$ cat config.mk
export PLATFORM = sky130hd
export DESIGN_NAME = ecst_status_trap
export DESIGN_NICKNAME = d
export VERILOG_FILES = /design/src/ecst_pkg.sv /design/src/ecst_flag_if.sv /design/src/ecst_flag_core.sv /design/src/ecst_status_trap.sv
export SDC_FILE = /design/constraint.sdc
export NUM_CORES = 1
export LEC_CHECK = 0
export BUFFER_PORTS_ARGS = -buffer_cell sky130_fd_sc_hd__buf_4
export CAP_MARGIN = 15
export CORE_MARGIN = 1.5
export CORE_UTILIZATION = 48
export CTS_CLUSTER_SIZE = 30
export DETAILED_ROUTE_END_ITERATION = 8
export HOLD_SLACK_MARGIN = 0.06
export MAX_ROUTING_LAYER = met4
export PLACE_DENSITY_LB_ADDON = 0.12
export SYNTH_ARGS = -nofsm -noshare
export SYNTH_HDL_FRONTEND = slang
export SYNTH_SLANG_ARGS = --single-unit
$ cat constraint.sdc
create_clock -name clk -period 2.1 [get_ports clk]
set_input_delay 0 -clock clk [delete_from_list [all_inputs] [get_ports clk]]
set_output_delay 0 -clock clk [all_outputs]
set_load 0.05 [all_outputs]
$ cat src/ecst_pkg.sv
// Package for the ECC status and address trap block.
// Assumes a 32-bit Avalon-MM register bus with word addressing in bytes.
package ecst_pkg;
  // Unit geometry: 16 bytes, 128 bits.
  localparam int UNIT_BYTES = 16;
  localparam int UNIT_BITS = 128;
  localparam int UNIT_SHIFT = 4;
  // Register byte offsets.
  localparam logic [7:0] OFF_STATUS = 8'h00;
  localparam logic [7:0] OFF_TRAP = 8'h04;
  localparam logic [7:0] OFF_CONFIG = 8'h08;
  localparam logic [7:0] OFF_COMMAND = 8'h0C;
  localparam logic [7:0] OFF_IRQ_STATUS = 8'h10;
  localparam logic [7:0] OFF_IRQ_CLEAR = 8'h14;
  localparam logic [7:0] OFF_IRQ_ENABLE = 8'h18;
  // Status field positions.
  localparam int BIT_DOUBLE = 4;
  localparam int BIT_SINGLE = 3;
  // Config: single-bit-only reporting.
  localparam int BIT_SINGLE_ONLY = 0;
  // Command register bits.
  localparam int BIT_CMD_CLEAR = 0;
  localparam int BIT_CMD_SWRESET = 1;
  // Interrupt event bits.
  localparam int IRQ_SINGLE = 0;
  localparam int IRQ_DOUBLE = 1;
  localparam int IRQ_W = 2;
  // Reset values and the read data of unmapped offsets.
  localparam logic [7:0] STATUS_RESET = 8'h00;
  localparam logic [31:0] TRAP_RESET = 32'h00000000;
  localparam logic [31:0] RDATA_UNMAPPED = 32'h00000000;
  // Answer delay of the bus slave, in cycles of waitrequest high.
  localparam int BUS_WAIT = 1;
endpackage : ecst_pkg

$ cat src/ecst_flag_if.sv
// Interface carrying the error flags and trap between core and register slave.
// Assumes one clock domain.
`timescale 1ns/1ns
`default_nettype none
interface ecst_flag_if;
  logic singleFlag;
  logic doubleFlag;
  logic [31:0] trapAddr;
  logic clearCmd;
  logic softReset;
  logic singleOnly;
  logic singleEvent;
  logic doubleEvent;
  modport core (output singleFlag, doubleFlag, trapAddr, singleEvent, doubleEvent,
                input clearCmd, softReset, singleOnly);
  modport regs (input singleFlag, doubleFlag, trapAddr, singleEvent, doubleEvent,
                output clearCmd, softReset, singleOnly);
endinterface : ecst_flag_if
`default_nettype wire

$ cat src/ecst_flag_core.sv
// Sticky error flags and first-error unit address trap.
// Assumes read results arrive as one-cycle strobes while a read executes.
`timescale 1ns/1ns
`default_nettype none
module ecst_flag_core (
  input wire logic clk, // Clock.
  input wire logic nrst, // Async reset, active low.
  input wire logic readActive, // An array read instruction is executing.
  input wire logic unitDone, // One unit was checked this cycle.
  input wire logic [31:0] readAddr, // Byte address of that read.
  input wire logic singleErr, // One bit corrected in the unit.
  input wire logic doubleErr, // Two bits detected in the unit.
  ecst_flag_if.core fl // Flags towards the register slave.
);
  // Unit address: byte address with the in-unit offset dropped.
  wire logic [31:0] unitAddr = {readAddr[31:ecst_pkg::UNIT_SHIFT], {ecst_pkg::UNIT_SHIFT{1'b0}}};
  wire logic checkValid = readActive && unitDone;
  wire logic seenDouble = checkValid && doubleErr && !fl.singleOnly;
  wire logic seenSingle = checkValid && singleErr && !doubleErr;
  wire logic anyErr = seenDouble || seenSingle;
  wire logic clearAll = fl.clearCmd || fl.softReset;
  logic trapped;
  logic singleFlag, doubleFlag;
  logic [31:0] trapAddr;
  // Flags are sticky; a new error in the clearing cycle wins over the clear.
  always_ff @(posedge clk or negedge nrst) begin
    if (!nrst) begin
      singleFlag <= 1'b0;
      doubleFlag <= 1'b0;
    end else begin
      singleFlag <= seenSingle || (singleFlag && !clearAll);
      doubleFlag <= seenDouble || (doubleFlag && !clearAll);
    end
  end
  // Trap keeps the first error since the last clear; an error in the clear cycle starts a new trap.
  always_ff @(posedge clk or negedge nrst) begin
    if (!nrst) begin
      trapAddr <= ecst_pkg::TRAP_RESET;
      trapped <= 1'b0;
    end else if (anyErr && (clearAll || !trapped)) begin
      trapAddr <= unitAddr;
      trapped <= 1'b1;
    end else if (clearAll) begin
      trapAddr <= ecst_pkg::TRAP_RESET;
      trapped <= 1'b0;
    end
  end
  assign fl.singleFlag = singleFlag;
  assign fl.doubleFlag = doubleFlag;
  assign fl.trapAddr = trapAddr;
  assign fl.singleEvent = seenSingle;
  assign fl.doubleEvent = seenDouble;

  chk_trap_only_read: assert property (@(posedge clk) disable iff (!nrst)
    (!readActive && !$past(clearAll)) |=> $stable(trapAddr) || $past(clearAll))
    else $error("Trap changed outside a read.");
  chk_trap_first_kept: assert property (@(posedge clk) disable iff (!nrst)
    (trapped && !clearAll) |=> trapped && $stable(trapAddr))
    else $error("Trap was overwritten by a later error.");
  chk_double_sets: assert property (@(posedge clk) disable iff (!nrst)
    seenDouble |=> doubleFlag)
    else $error("Double flag not set after a double error.");
  chk_single_sets: assert property (@(posedge clk) disable iff (!nrst)
    seenSingle |=> singleFlag)
    else $error("Single flag not set after a single error.");
  chk_double_sticky: assert property (@(posedge clk) disable iff (!nrst)
    (doubleFlag && !clearAll) |=> doubleFlag)
    else $error("Double flag dropped without clear.");
  chk_single_sticky: assert property (@(posedge clk) disable iff (!nrst)
    (singleFlag && !clearAll) |=> singleFlag)
    else $error("Single flag dropped without clear.");
  chk_clear_flags: assert property (@(posedge clk) disable iff (!nrst)
    (clearAll && !anyErr) |=> !singleFlag && !doubleFlag && trapAddr == 32'h00000000)
    else $error("Clear did not zero flags and trap.");
  chk_single_only: assert property (@(posedge clk) disable iff (!nrst)
    (fl.singleOnly && checkValid && doubleErr && !doubleFlag && !clearAll) |=> !doubleFlag)
    else $error("Double flag set in single-only mode.");
  chk_unit_align: assert property (@(posedge clk) disable iff (!nrst)
    trapAddr[3:0] == 4'h0)
    else $error("Trap address not unit aligned.");
endmodule : ecst_flag_core
`default_nettype wire

$ cat src/ecst_status_trap.sv
// Top of the ECC status and address trap block with its Avalon-MM register slave.
// Assumes the array read path delivers one check result per 16-byte unit as strobes.
// Notes on behaviour
// - Checking is done per 16-byte (128-bit) unit, and results refer to a whole unit.
// - The status holds the sticky correction outcome flags of the units read since the last clear.
// - Status bit 4 goes to 1 when a two-bit error is detected in the unit read.
// - The double-bit flag is checked on every read unless single-only reporting is set, and stays set until a clear.
// - Status bit 3 goes to 1 when a one-bit error is found and corrected.
// - The single-bit flag is checked on every read and stays set until a clear.
// - The clear command zeroes both the single-bit and the double-bit flags.
// - Status bits 7 to 5 and 2 to 0 always read as zero.
// - The trap holds the unit address of the first error since the last clear.
// - The trap captures a new address only while an array read is executing.
// - Clear, power-on reset and hardware or software reset zero the trap.
`timescale 1ns/1ns
`default_nettype none
module ecst_status_trap (
  input wire logic clk, // Clock, 20 MHz.
  input wire logic nrst, // Async reset, active low.
  input wire logic readActive, // Array read instruction executing.
  input wire logic unitDone, // Unit check result valid this cycle.
  input wire logic [31:0] readAddr, // Byte address of the checked read.
  input wire logic singleErr, // One-bit error corrected.
  input wire logic doubleErr, // Two-bit error detected.
  input wire logic [7:0] address, // Avalon byte address.
  input wire logic read, // Avalon read.
  input wire logic write, // Avalon write.
  input wire logic [31:0] writedata, // Avalon write data.
  input wire logic [3:0] byteenable, // Avalon byte enables.
  output logic [31:0] readdata, // Avalon read data.
  output logic waitrequest, // Avalon wait request.
  output logic irq // Level interrupt.
);
  ecst_flag_if fl();

  ecst_flag_core core (
    .clk(clk),
    .nrst(nrst),
    .readActive(readActive),
    .unitDone(unitDone),
    .readAddr(readAddr),
    .singleErr(singleErr),
    .doubleErr(doubleErr),
    .fl(fl)
  );

  typedef enum logic [1:0] {IDLE, ANSWER, DONE} ecst_bus_t;
  ecst_bus_t busState;
  logic singleOnly;
  logic clearPulse, swResetPulse;
  logic [ecst_pkg::IRQ_W-1:0] irqStatus, irqEnable;

  // Register decode is used for every writable offset, so it lives in one place.
  function automatic logic regHit(input logic [7:0] a, input logic [7:0] off);
    return a == off;
  endfunction : regHit

  // Request is answered on the second edge: one edge with waitrequest high, then low.
  wire logic request = read || write;
  wire logic accept = (busState == ANSWER);
  wire logic doWrite = accept && write;
  wire logic doRead = accept && read;
  wire logic lane0 = byteenable[0];
  wire logic hitConfig = doWrite && lane0 && regHit(address, ecst_pkg::OFF_CONFIG);
  wire logic hitCommand = doWrite && lane0 && regHit(address, ecst_pkg::OFF_COMMAND);
  wire logic hitIrqClr = doWrite && lane0 && regHit(address, ecst_pkg::OFF_IRQ_CLEAR);
  wire logic hitIrqEn = doWrite && lane0 && regHit(address, ecst_pkg::OFF_IRQ_ENABLE);

  // Status byte: only bits 4 and 3 carry state, the rest read zero.
  wire logic [7:0] statusByte = {3'h0, fl.doubleFlag, fl.singleFlag, 3'h0};
  wire logic [ecst_pkg::IRQ_W-1:0] irqEvents = {fl.doubleEvent, fl.singleEvent};

  // Read mux; unmapped addresses answer zero rather than stall the master.
  logic [31:0] readMux;
  always_comb begin
    case (address)
      ecst_pkg::OFF_STATUS: readMux = {24'h000000, statusByte};
      ecst_pkg::OFF_TRAP: readMux = fl.trapAddr;
      ecst_pkg::OFF_CONFIG: readMux = {31'h00000000, singleOnly};
      ecst_pkg::OFF_IRQ_STATUS: readMux = {30'h00000000, irqStatus};
      ecst_pkg::OFF_IRQ_ENABLE: readMux = {30'h00000000, irqEnable};
      default: readMux = ecst_pkg::RDATA_UNMAPPED;
    endcase
  end

  // Bus handshake state.
  always_ff @(posedge clk or negedge nrst) begin
    if (!nrst) begin
      busState <= IDLE;
    end else begin
      case (busState)
        IDLE: busState <= request ? ANSWER : IDLE;
        ANSWER: busState <= DONE;
        DONE: busState <= IDLE;
        default: busState <= IDLE;
      endcase
    end
  end

  // Waitrequest drops for exactly the answering cycle.
  always_ff @(posedge clk or negedge nrst) begin
    if (!nrst) begin
      waitrequest <= 1'b1;
      readdata <= 32'h00000000;
    end else begin
      waitrequest <= !(busState == IDLE && request);
      if (busState == IDLE && read) begin
        readdata <= readMux;
      end
    end
  end

  // Config and command strobes; command bits are self-clearing pulses.
  always_ff @(posedge clk or negedge nrst) begin
    if (!nrst) begin
      singleOnly <= 1'b0;
      clearPulse <= 1'b0;
      swResetPulse <= 1'b0;
      irqEnable <= '0;
    end else begin
      if (hitConfig) singleOnly <= writedata[ecst_pkg::BIT_SINGLE_ONLY];
      clearPulse <= hitCommand && writedata[ecst_pkg::BIT_CMD_CLEAR];
      swResetPulse <= hitCommand && writedata[ecst_pkg::BIT_CMD_SWRESET];
      if (hitIrqEn) irqEnable <= writedata[ecst_pkg::IRQ_W-1:0];
    end
  end

  // Interrupt status: events set, write-one clears, set wins.
  always_ff @(posedge clk or negedge nrst) begin
    if (!nrst) begin
      irqStatus <= '0;
      irq <= 1'b0;
    end else begin
      irqStatus <= irqEvents | (irqStatus & ~(hitIrqClr ? writedata[ecst_pkg::IRQ_W-1:0] : '0));
      irq <= |(irqStatus & irqEnable);
    end
  end

  assign fl.clearCmd = clearPulse;
  assign fl.softReset = swResetPulse;
  assign fl.singleOnly = singleOnly;

  chk_status_reserved: assert property (@(posedge clk) disable iff (!nrst)
    (doRead && address == ecst_pkg::OFF_STATUS) |-> readdata[7:5] == 3'h0 && readdata[2:0] == 3'h0)
    else $error("Reserved status bits read nonzero.");
  chk_bus_answer: assert property (@(posedge clk) disable iff (!nrst)
    (request && busState == IDLE) |=> !waitrequest ##1 waitrequest)
    else $error("Bus answer timing wrong.");

  // Waitrequest and the handshake state are set on the same edge, so they must always agree.
  chk_wait_state: assert property (@(posedge clk) disable iff (!nrst)
    waitrequest == (busState != ANSWER))
    else $error("Waitrequest disagrees with the bus state.");

  // Read data must not move between answers, since the master may sample it late in the cycle.
  chk_readdata_hold: assert property (@(posedge clk) disable iff (!nrst)
    !(busState == IDLE && read) |=> $stable(readdata))
    else $error("Read data changed outside a capture.");

  // The single-only choice changes only through a config write.
  chk_config_hold: assert property (@(posedge clk) disable iff (!nrst)
    !hitConfig |=> $stable(singleOnly))
    else $error("Config changed without a write.");

  // A clear-status write yields exactly one clear pulse.
  chk_clear_pulse: assert property (@(posedge clk) disable iff (!nrst)
    (hitCommand && writedata[ecst_pkg::BIT_CMD_CLEAR]) |=> clearPulse ##1 !clearPulse)
    else $error("Clear pulse missing or too long.");

  // A software reset write yields exactly one reset pulse.
  chk_soft_pulse: assert property (@(posedge clk) disable iff (!nrst)
    (hitCommand && writedata[ecst_pkg::BIT_CMD_SWRESET]) |=> swResetPulse ##1 !swResetPulse)
    else $error("Soft reset pulse missing or too long.");

  // Error events latch into the interrupt status on the next edge.
  chk_irq_single_set: assert property (@(posedge clk) disable iff (!nrst)
    fl.singleEvent |=> irqStatus[ecst_pkg::IRQ_SINGLE])
    else $error("Single event not latched.");
  chk_irq_double_set: assert property (@(posedge clk) disable iff (!nrst)
    fl.doubleEvent |=> irqStatus[ecst_pkg::IRQ_DOUBLE])
    else $error("Double event not latched.");

  // Interrupt status is sticky until a clear write.
  chk_irq_sticky: assert property (@(posedge clk) disable iff (!nrst)
    (irqStatus != 2'h0 && !hitIrqClr) |=> irqStatus != 2'h0)
    else $error("Interrupt status dropped without clear.");

  // The level output follows enabled status one cycle late.
  chk_irq_raise: assert property (@(posedge clk) disable iff (!nrst)
    (|(irqStatus & irqEnable)) |=> irq)
    else $error("Interrupt not raised.");
  chk_irq_drop: assert property (@(posedge clk) disable iff (!nrst)
    !(|(irqStatus & irqEnable)) |=> !irq)
    else $error("Interrupt raised with nothing enabled.");
endmodule : ecst_status_trap
`default_nettype wire

# Word-level counts from Yosys, hierarchy flattened

Cells that the tools add are included.

Reductions and logical operators: 33
Div/mod/pow operators: 0
Add/subtract/negate cells: 0
Shift-type cells: 0
Bitwise logic cells: 4
Multipliers: 0
Equal/unequal tests: 7
Mux-type cells: 8
Order comparisons: 0

Operator list:

| kind                                          | count |
|---|---|
| case mux 32 bit (5 select lines)              | 1 |
| 2-to-1 mux 32 bit                             | 2 |
| == test 8 x 5 -> 1 bit, second input constant | 3 |
| logical AND 1 bit                             | 18 |
| == test 8 x 4 -> 1 bit, second input constant | 2 |
| == test 8 x 3 -> 1 bit, second input constant | 1 |
| logical NOT 8 bit                             | 1 |
| logical OR 1 bit                              | 6 |
| logical NOT 1 bit                             | 5 |
| bitwise AND 2 bit                             | 2 |
| case mux 2 bit (2 select lines)               | 1 |
| 2-to-1 mux 1 bit                              | 3 |
| == test 2 x 1 -> 1 bit, second input constant | 1 |
| logical NOT 2 bit                             | 1 |
| 2-to-1 mux 2 bit                              | 1 |
| NOT 2 bit                                     | 1 |
| bitwise OR 2 bit                              | 1 |
| nonzero test 2 bit                            | 1 |
| OR reduction 2 bit                            | 1 |

Memories kept: 0
Bits of input ports: 84
RAM bits: 0
Bits in read-only memories: 0
Flip-flop bits (word level): 78
Bits in latches: 0

# Depth between registers and ports, before layout

Gate-level depths: netlist of run 1.

Depth in word-level cells: 8
Gate-level depth with buffers: 6

# By module

From an unflattened synthesis of run 1, not the netlist that was laid out.

Cells, all modules: 218
Area, all modules: 3,168.0 um^2

By module, submodules not included:

| module           | area an instance (um^2) | cells an instance | times used |
|---|---|---|---|
| ecst_status_trap | 1,875.5                 | 133               | 1 |
| ecst_flag_core   | 1,292.5                 | 85                | 1 |

# Worst setup path before layout of run 1

Ideal clock, no wire load.

Kind: reg2reg
From: reg singleOnly, in the netlist fl.singleOnly
To: reg core.trapAddr[12], in the netlist core.fl.trapAddr[12]
Slack: 0.538 ns
Path buffers: 2
Clock period less this slack: 1.562 ns
Stages on the path, launching flop included: 7
Required time: 1.979 ns
Library setup time: 0.121 ns
Data arrival time: 1.441 ns
Cells stage by stage: dfrtp_1 nand2b_1 a21o_1 o21a_1 clkbuf_1 buf_2 a22o_1

Longest elaborated chain between the ends: 5
Elaborated cells between the ends (all ways): 6

RTL lines:

| item                                                           | RTL line                | RTL |
|---|---|---|
| start: declaration                                             | ecst_status_trap.sv:49  | `logic singleOnly;` |
| start signal: assignment                                       | ecst_status_trap.sv:121 | `if (hitConfig) singleOnly <= writedata[ecst_pkg::BIT_SINGLE_ONLY];` |
| logical NOT 1 bit *                                            | ecst_flag_core.sv:18    | `wire logic seenDouble = checkValid && doubleErr && !fl.singleOnly;` |
| logical AND 1 bit *                                            | ecst_flag_core.sv:18    |  |
| logical OR 1 bit *                                             | ecst_flag_core.sv:20    | `wire logic anyErr = seenDouble \|\| seenSingle;` |
| logical AND 1 bit *                                            | ecst_flag_core.sv:40    | `end else if (anyErr && (clearAll \|\| !trapped)) begin` |
| 2-to-1 mux 32 bit / nonzero test 2 bit (equally long branches) | -                       |  |
| end signal: assignment                                         | ecst_flag_core.sv:38    | `trapAddr <= ecst_pkg::TRAP_RESET;` |
| end signal: assignment                                         | ecst_flag_core.sv:41    | `trapAddr <= unitAddr;` |
| end signal: assignment                                         | ecst_flag_core.sv:44    | `trapAddr <= ecst_pkg::TRAP_RESET;` |
| end: declaration                                               | ecst_flag_core.sv:24    | `logic [31:0] trapAddr;` |

Every way passes the cells marked *; elsewhere a longest branch is shown, timed or not.
A chain may end at the register's enable or synchronous reset.

# Worst setup path in the final report of run 1

From: in doubleErr
To: reg irqStatus[0] in the netlist's numbering

Longest elaborated chain between the ends: 3

RTL lines:

| item                   | RTL line                | RTL |
|---|---|---|
| start: declaration     | ecst_status_trap.sv:24  | `input wire logic doubleErr,` |
| logical NOT 1 bit      | ecst_flag_core.sv:19    | `wire logic seenSingle = checkValid && singleErr && !doubleErr;` |
| logical AND 1 bit      | ecst_flag_core.sv:19    |  |
| bitwise OR 2 bit       | ecst_status_trap.sv:134 | `irqStatus <= irqEvents \| (irqStatus & ~(hitIrqClr ? writedata[ecst_pkg::IRQ_W-1:0] : '0));` |
| end signal: assignment | ecst_status_trap.sv:134 |  |
| end: declaration       | ecst_status_trap.sv:51  | `logic [ecst_pkg::IRQ_W-1:0] irqStatus, irqEnable;` |

No other way between the ends.

==> results of run 1 <==
==> worst register-to-register path, delay by kind of cell, from the launching register on <==
family,cells,cell delay (ns)
and+or+nand+nor,2,0.62
buffers and inverters,1,0.56
DFF,1,0.39
AOI/OAI and AO/OA,1,0.11
==> cells in the final DEF (no fill, tap or decap), types with 3 or more instances in the layout <==
cell type	Yosys	layout
sky130_fd_sc_hd__clkinv_2	0	3
sky130_fd_sc_hd__o21ai_2	20	20
sky130_fd_sc_hd__inv_1	4	4
sky130_fd_sc_hd__nand2_1	65	65
sky130_fd_sc_hd__dlygate4sd3_1	0	42
sky130_fd_sc_hd__a22o_1	30	30
sky130_fd_sc_hd__nor2_1	10	8
sky130_fd_sc_hd__clkbuf_8	0	11
sky130_fd_sc_hd__o21ai_0	11	11
sky130_fd_sc_hd__buf_4	1	83
sky130_fd_sc_hd__mux2i_1	3	3
sky130_fd_sc_hd__mux2_2	3	3
sky130_fd_sc_hd__dfrtp_1	72	72
==> what timing repair did <==
action	CTS	global route
endpoints found under the setup margin	0	2
endpoints found under the hold margin	114	0
setup buffers	0	0
hold buffers	43	0
gates resized for setup	0	2
==> cell type report <==
| class | instances | share of cell area |
|---|---|---|
| Clock buffer | 13 | 0.0376 |
| Inverter | 4 | 0.00355 |
| Tap cell | 75 | 0.0222 |
| Multi-Input combinational cell | 166 | 0.249 |
| Clock inverter | 3 | 0.00355 |
| Sequential cell | 73 | 0.432 |
| Timing Repair Buffer | 126 | 0.252 |
==> registers in the layout (all words and copies together), names as in the netlist, 2 cells and up <==
| signal | count |
|---|---|
| readdata | 31 |
| core.fl.trapAddr | 28 |
| busState | 2 |
| irqEnable | 2 |
| irqStatus | 2 |
==> report_power, final <==
group	switching (mW)	internal, mW
clock	0.484	0.489
sequential	0.0287	1.46
combinational	0.299	0.195
total	0.812	2.15
==> routing by layer <==
metal | vias up | wire, um | GRT usage
li1 | 1136 | - | -
met1 | 1124 | 3010 | 0.287
met2 | 67 | 3390 | 0.367
met3 | 8 | 325 | 0.0622
met4 | 0 | 86 | 0.0746
met5 | - | 0 | -
==> cell families (layout without fill, tap and decap cells) <==
| family | count (synthesis) | count (layout) | synth area share |
|---|---|---|---|
| compound gates | 67 | 67 | 0.180 |
| flops | 73 | 73 | 0.610 |
| simple gates | 92 | 92 | 0.147 |
| buf+inv | 19 | 146 | 0.0405 |
| mux | 6 | 6 | 0.0213 |
| other cells | 1 | 1 | 0.00125 |
==> stage by stage <==
step	utilization	instances
detailed placement	0.606	402
CTS	0.707	461
global placement	0.606	402
global route	0.706	460
floorplan	-	258
finish	0.706	460
==> worst paths after layout <==
check,from,end,slack (ns),cells past startpoint
worst max-delay path,doubleErr,irqStatus[0],0.09,8
worst min-delay path,address[3],irqStatus[1],0.08,3
worst max register to register,busState[1],irqStatus[0],0.31,4
worst min register to register,busState[1],busState[1],0.45,1
max in group asynchronous,nrst,irqEnable[1],1.16,2
min in group asynchronous,nrst,readdata[9],0.33,2
==> insert_results.sql, run 1 <==
INSERT INTO impl_metrics (metric_group, metric, value, unit) VALUES
('setup_path', 'cp-start-kind', 'input pin', ''),
('global_route', 'grt_first_pass_wirelength', '11100', 'um'),
('sta', 'max_freq', '497', 'MHz'),
('setup_path', 'cp_cell_sequence', 'dlygate4sd3_1, buf_4, nand2b_1, nor2_2, dlygate4sd3_1, inv_1, a31oi_1, dlygate4sd3_1', ''),
('routing', 'via_per_inst', '5.08', ''),
('layout', 'final-seq-area', '1830', 'um2'),
('hold_path', 'hold_path.class', 'in -> reg', ''),
('status', 'outcome', 'completed', ''),
('layout', 'multi_input_area', '1050', 'um2'),
('setup_path', 'worstPathRequired', '2.37', 'ns'),
('sta', 'postLayoutSetupSlackWorst', '0.0889', 'ns'),
('layout', 'layout.cell_area.non_filler', '4230', 'um2'),
('synthesis', 'synth_edf_count', '0', ''),
('clock_network', 'clock_latency', '0.33', 'ns'),
('layout', 'p_r_area_growth_vs_syn', '41.0', '%'),
('setup_path', 'critPathArrivalTime', '2.29', 'ns'),
('die', 'area_of_the_core', '5990', 'um2'),
('power_and_ir_drop', 'p_leak', '2.05', 'nW'),
('synthesis', 'yosys.area.top_type_share', '0.601', ''),
('synthesis', 'prevailing_post_synth_register_cell', 'sky130_fd_sc_hd__dfrtp_1', ''),
('global_route', 'grt_antenna_before_repair', '0', ''),
('sta', 'timing_worst_slew_pin_value', '0.915', 'ns'),
('place', 'placedInstanceArea', '3630', 'um2'),
('synthesis', 'netlist_instances', '258', ''),
('place', 'place_ws', '0.404', 'ns'),
('setup_path', 'critPathSlowestCell', 'sky130_fd_sc_hd__dlygate4sd3_1', ''),
('setup_path', 'cpLargestDelayFamily', 'buffers and inverters', ''),
('synthesis', 'synth-seq-cells', '73', ''),
('sta', 'fin_crit_sh', '0.958', ''),
('setup_path', 'critical_path_peak_fanout', '2', ''),
('place', 'port_buffers', '79', ''),
('layout', 'final_layout_size_suffix_gt1_frac', '0.343', ''),
('die', 'initial_utilization', '0.500', ''),
('synthesis', 'synth.cells.most_frequent', '72 x sky130_fd_sc_hd__dfrtp_1, 65 x sky130_fd_sc_hd__nand2_1, 30 x sky130_fd_sc_hd__a22o_1', ''),
('synthesis', 'synth_most_common_cell', 'sky130_fd_sc_hd__dfrtp_1', ''),
('clock_network', 'cts_made_buffers', '9', ''),
('synthesis', 'synth.yosys.warnings', '0', ''),
('synthesis', 'area_contributors_post_synth', 'sky130_fd_sc_hd__dfrtp_1 60%, sky130_fd_sc_hd__a22o_1 8.8%, sky130_fd_sc_hd__nand2_1 8.1%', ''),
('synthesis', 'synth_area', '3000', 'um2'),
('layout', 'n_antenna_cell', '0', ''),
('routing', 'drtIter0Drc', '86', ''),
('setup_path', 'cp-end-kind', 'flop', ''),
('clock_network', 'cts_h_tree_lvls', '3', ''),
('routing', 'avgRoutedWirePerCell', '14.8', 'um'),
('clock_network', 'clkSlewWorstSetupHoldPaths', '0.07', 'ns'),
('sta', 'timing.final.crit_period', '2.01', 'ns'),
('sta', 'hold_violations', '0', ''),
('sta', 'fin_setup_tns', '0', 'ns'),
('setup_path', 'critical_path.most_common_cell', 'sky130_fd_sc_hd__dlygate4sd3_1', ''),
('global_route', 'grt_use_total', '0.231', ''),
('die', 'io_pins', '118', ''),
('power_and_ir_drop', 'power_density', '700', 'nW/um2'),
('setup_path', 'timing.critical_path.slowest_cell_delay', '0.57', 'ns'),
('clock_network', 'cts-root-to-sink-buffers', '2', ''),
('synthesis', 'synthArstFlopShare', '1.00', ''),
('routing', 'drtAntennaViolNets', '0', ''),
('routing', 'via_count', '2335', ''),
('die', 'die_width', '82.0', 'um'),
('sta', 'timing.max_slew.rel_slack', '0.390', ''),
('sta', 'hold_slack', '0.0832', 'ns'),
('synthesis', 'yosys.cell_types.count', '35', ''),
('global_route', 'globalRoute.totalOverflow', '0', ''),
('synthesis', 'postSynthAreaPerCell', '11.6', 'um2'),
('clock_network', 'clock_sink_count', '73', ''),
('die', 'floorplan.die_area', '6730', 'um2'),
('run', 'drv.max_cap_violation_count', '0', ''),
('die', 'placement_rows', '28', ''),
('routing', 'drt_drc_violations_left', '0', ''),
('routing', 'firstDrtPassIters', '4', ''),
('sta', 'clock_skew', '0.00601', 'ns'),
('clock_network', 'buffer_type_at_the_clock_tree_root', 'sky130_fd_sc_hd__clkbuf_8', '');
Power figures use the tool's default switching activity.
==> inputs of run 2 (changes only) <==
- RECOVER_POWER: default -> 25
==> run 2 against run 1 <==
Against the previous run: first-iteration DRC count increased by 9.3%; final area decreased by 2.8%; sequential power about the same; critical endpoint unchanged; sequential cell count unchanged; via count about the same; critical path type unchanged; global-route usage unchanged; die area unchanged; clock power increased by 0.6%; clock skew about the same.
==> insert_results.sql, run 2 (synthesis gave the netlist of run 1 again) <==
INSERT INTO impl_metrics (metric_group, metric, value, unit) VALUES
('layout', 'p_r_area_growth_vs_syn', '37.0', '%'),
('clock_network', 'cts-root-to-sink-buffers', '2', ''),
('layout', 'max_flop_register', 'readdata', ''),
('sta', 'setup_viol', '0', ''),
('routing', 'wirelength', '6850', 'um'),
('sta', 'timing.final.crit_period', '2.01', 'ns'),
('sta', 'report.final.slew_viol_count', '0', ''),
('sta', 'fin_crit_sh', '0.957', ''),
('global_route', 'grt_pass1_vias', '2316', ''),
('place', 'placedInstanceArea', '3630', 'um2'),
('global_route', 'grt_antenna_before_repair', '0', ''),
('clock_network', 'clock_sink_count', '73', ''),
('routing', 'via_count', '2337', ''),
('clock_network', 'tritoncts', 'yes', ''),
('setup_path', 'timing_worst_setup_path_type', 'in -> reg', ''),
('place', 'detailed_place_hpwl', '4040', 'um'),
('clock_network', 'clock_latency', '0.34', 'ns'),
('status', 'outcome', 'completed', ''),
('place', 'numPlacedInstances', '402', ''),
('layout', 'layout.cell_area.non_filler', '4110', 'um2'),
('sta', 'rsz_0062_raised_after_global_routing', 'no', ''),
('die', 'placement_rows', '28', ''),
('routing', 'firstDrtPassIters', '4', ''),
('setup_path', 'critPathSlowestCell', 'sky130_fd_sc_hd__dlygate4sd3_1', ''),
('layout', 'largestRegisters', 'readdata: 31 flops, core.fl.trapAddr: 28 flops', ''),
('sta', 'clock_skew', '0.00647', 'ns'),
('layout', 'stdcell_count', '460', ''),
('layout', 'filler_cell_count', '479', ''),
('clock_network', 'buffer_type_at_the_clock_tree_root', 'sky130_fd_sc_hd__clkbuf_8', ''),
('setup_path', 'cp_cell_sequence', 'dlygate4sd3_1, buf_4, nand2b_1, nor2_2, dlygate4sd3_1, inv_1, a31oi_1, dlygate4sd3_1', ''),
('routing', 'avgRoutedWirePerCell', '14.9', 'um'),
('clock_network', 'cts_made_buffers', '9', ''),
('global_route', 'globalRoute.totalOverflow', '0', ''),
('power_and_ir_drop', 'power_density', '721', 'nW/um2'),
('run', 'drv.max_cap_violation_count', '0', ''),
('die', 'floorplan.die_area', '6730', 'um2'),
('global_route', 'grt_use_total', '0.231', ''),
('clock_network', 'cts_h_tree_lvls', '3', ''),
('setup_path', 'timing.critical_path.slowest_cell_delay', '0.57', 'ns'),
('routing', 'drt_drc_violations_left', '0', ''),
('clock_network', 'clkSlewWorstSetupHoldPaths', '0.07', 'ns'),
('routing', 'via_per_inst', '5.08', ''),
('place', 'port_buffers', '79', ''),
('power_and_ir_drop', 'p_leak', '1.91', 'nW'),
('die', 'die_width', '82.0', 'um'),
('die', 'die_y', '82.0', 'um'),
('global_route', 'grt_first_pass_wirelength', '11100', 'um'),
('setup_path', 'cp-start-kind', 'input pin', ''),
('die', 'area_of_the_core', '5990', 'um2'),
('die', 'initial_utilization', '0.500', ''),
('setup_path', 'critical_path.most_common_cell', 'sky130_fd_sc_hd__dlygate4sd3_1', ''),
('sta', 'max_freq', '498', 'MHz'),
('setup_path', 'critical_path_peak_fanout', '2', ''),
('sta', 'timing_worst_slew_pin_value', '0.908', 'ns'),
('die', 'io_pins', '118', ''),
('layout', 'num-nets-final', '464', ''),
('setup_path', 'cp-end-kind', 'flop', ''),
('sta', 'timing.max_slew.rel_slack', '0.395', ''),
('layout', 'final_layout_size_suffix_gt1_frac', '0.260', ''),
('sta', 'fin_setup_tns', '0', 'ns'),
('sta', 'hold_slack', '0.0792', 'ns'),
('global_route', 'grt_max_degree', '74', ''),
('hold_path', 'hold_path.class', 'in -> reg', ''),
('setup_path', 'critPathArrivalTime', '2.29', 'ns'),
('sta', 'hold_violations', '0', ''),
('place', 'globalplace.congestion', '0.812', ''),
('power_and_ir_drop', 'ir_drop', '0.000586', 'V'),
('layout', 'number_of_flip_flops_in_the_largest_register', '31', ''),
('routing', 'drtIter0Drc', '94', ''),
('setup_path', 'worstPathRequired', '2.38', 'ns'),
('layout', 'layout.cells.most_common', 'sky130_fd_sc_hd__dfrtp_1', ''),
('layout', 'layout_common_cells', '72 x sky130_fd_sc_hd__dfrtp_1, 65 x sky130_fd_sc_hd__nand2_1, 51 x sky130_fd_sc_hd__buf_4', ''),
('layout', 'n_antenna_cell', '0', ''),
('routing', 'drtAntennaViolNets', '0', '');
## run 2: power by group
group	switching [mW]	internal (mW)
Sequential	0.0287	1.46
Combinational	0.301	0.193
Clock	0.490	0.489
## run 2: final timing paths
| path | endpoint | depth (start not counted) | start | slack (ns) |
|---|---|---|---|---|
| max | irqStatus[0] | 8 | doubleErr | 0.09 |
| min | irqStatus[1] | 3 | address[3] | 0.08 |
| max reg2reg | irqStatus[0] | 4 | busState[1] | 0.31 |
| min reg2reg | busState[1] | 1 | busState[1] | 0.45 |
| max in group asynchronous | irqEnable[1] | 2 | nrst | 1.17 |
| min in group asynchronous | readdata[9] | 2 | nrst | 0.32 |
## run 2: repair_timing
| item | CTS | global route |
|---|---|---|
| endpoints found under the hold margin | 114 | 0 |
| endpoints found under the setup margin | 0 | 2 |
| hold buffers | 43 | 0 |
| gates resized for setup | 0 | 2 |
| setup buffers | 0 | 0 |
## run 2: critical path, delay by kind of cell
kind / cells / cell delay (ns)
AOI/OAI and AO/OA: 1 / 0.14
buffers and inverters: 5 / 1.87
and+or+nand+nor: 2 / 0.28
## run 2: layout make-up
class | instances | area [um2] | share of cell area
Clock inverter | 3 | 15.0 | 0.00366
Multi-Input combinational cell | 166 | 1050 | 0.256
Tap cell | 75 | 93.8 | 0.0228
Sequential cell | 73 | 1830 | 0.445
Clock buffer | 13 | 159 | 0.0387
Inverter | 4 | 15.0 | 0.00366
Timing Repair Buffer | 126 | 943 | 0.230
## run 2: routing by layer
layer | GRT usage | vias to the layer above | share of wire
met5 | - | - | 0
met4 | 0.0746 | 0 | 0.016
met3 | 0.0622 | 13 | 0.050
met2 | 0.367 | 67 | 0.48
met1 | 0.287 | 1116 | 0.45
li1 | - | 1141 | -
## run 2: per-stage QoR
stage	util	setup slack, ns	total power, mW
2_1_floorplan	-	0.538	1.76
3_3_place_gp	0.606	0.429	1.93
3_5_place_dp	0.606	0.404	1.94
4_1_cts	0.707	0.0460	2.99
5_1_grt	0.686	0.00711	3.09
6_report	0.686	0.0901	2.96
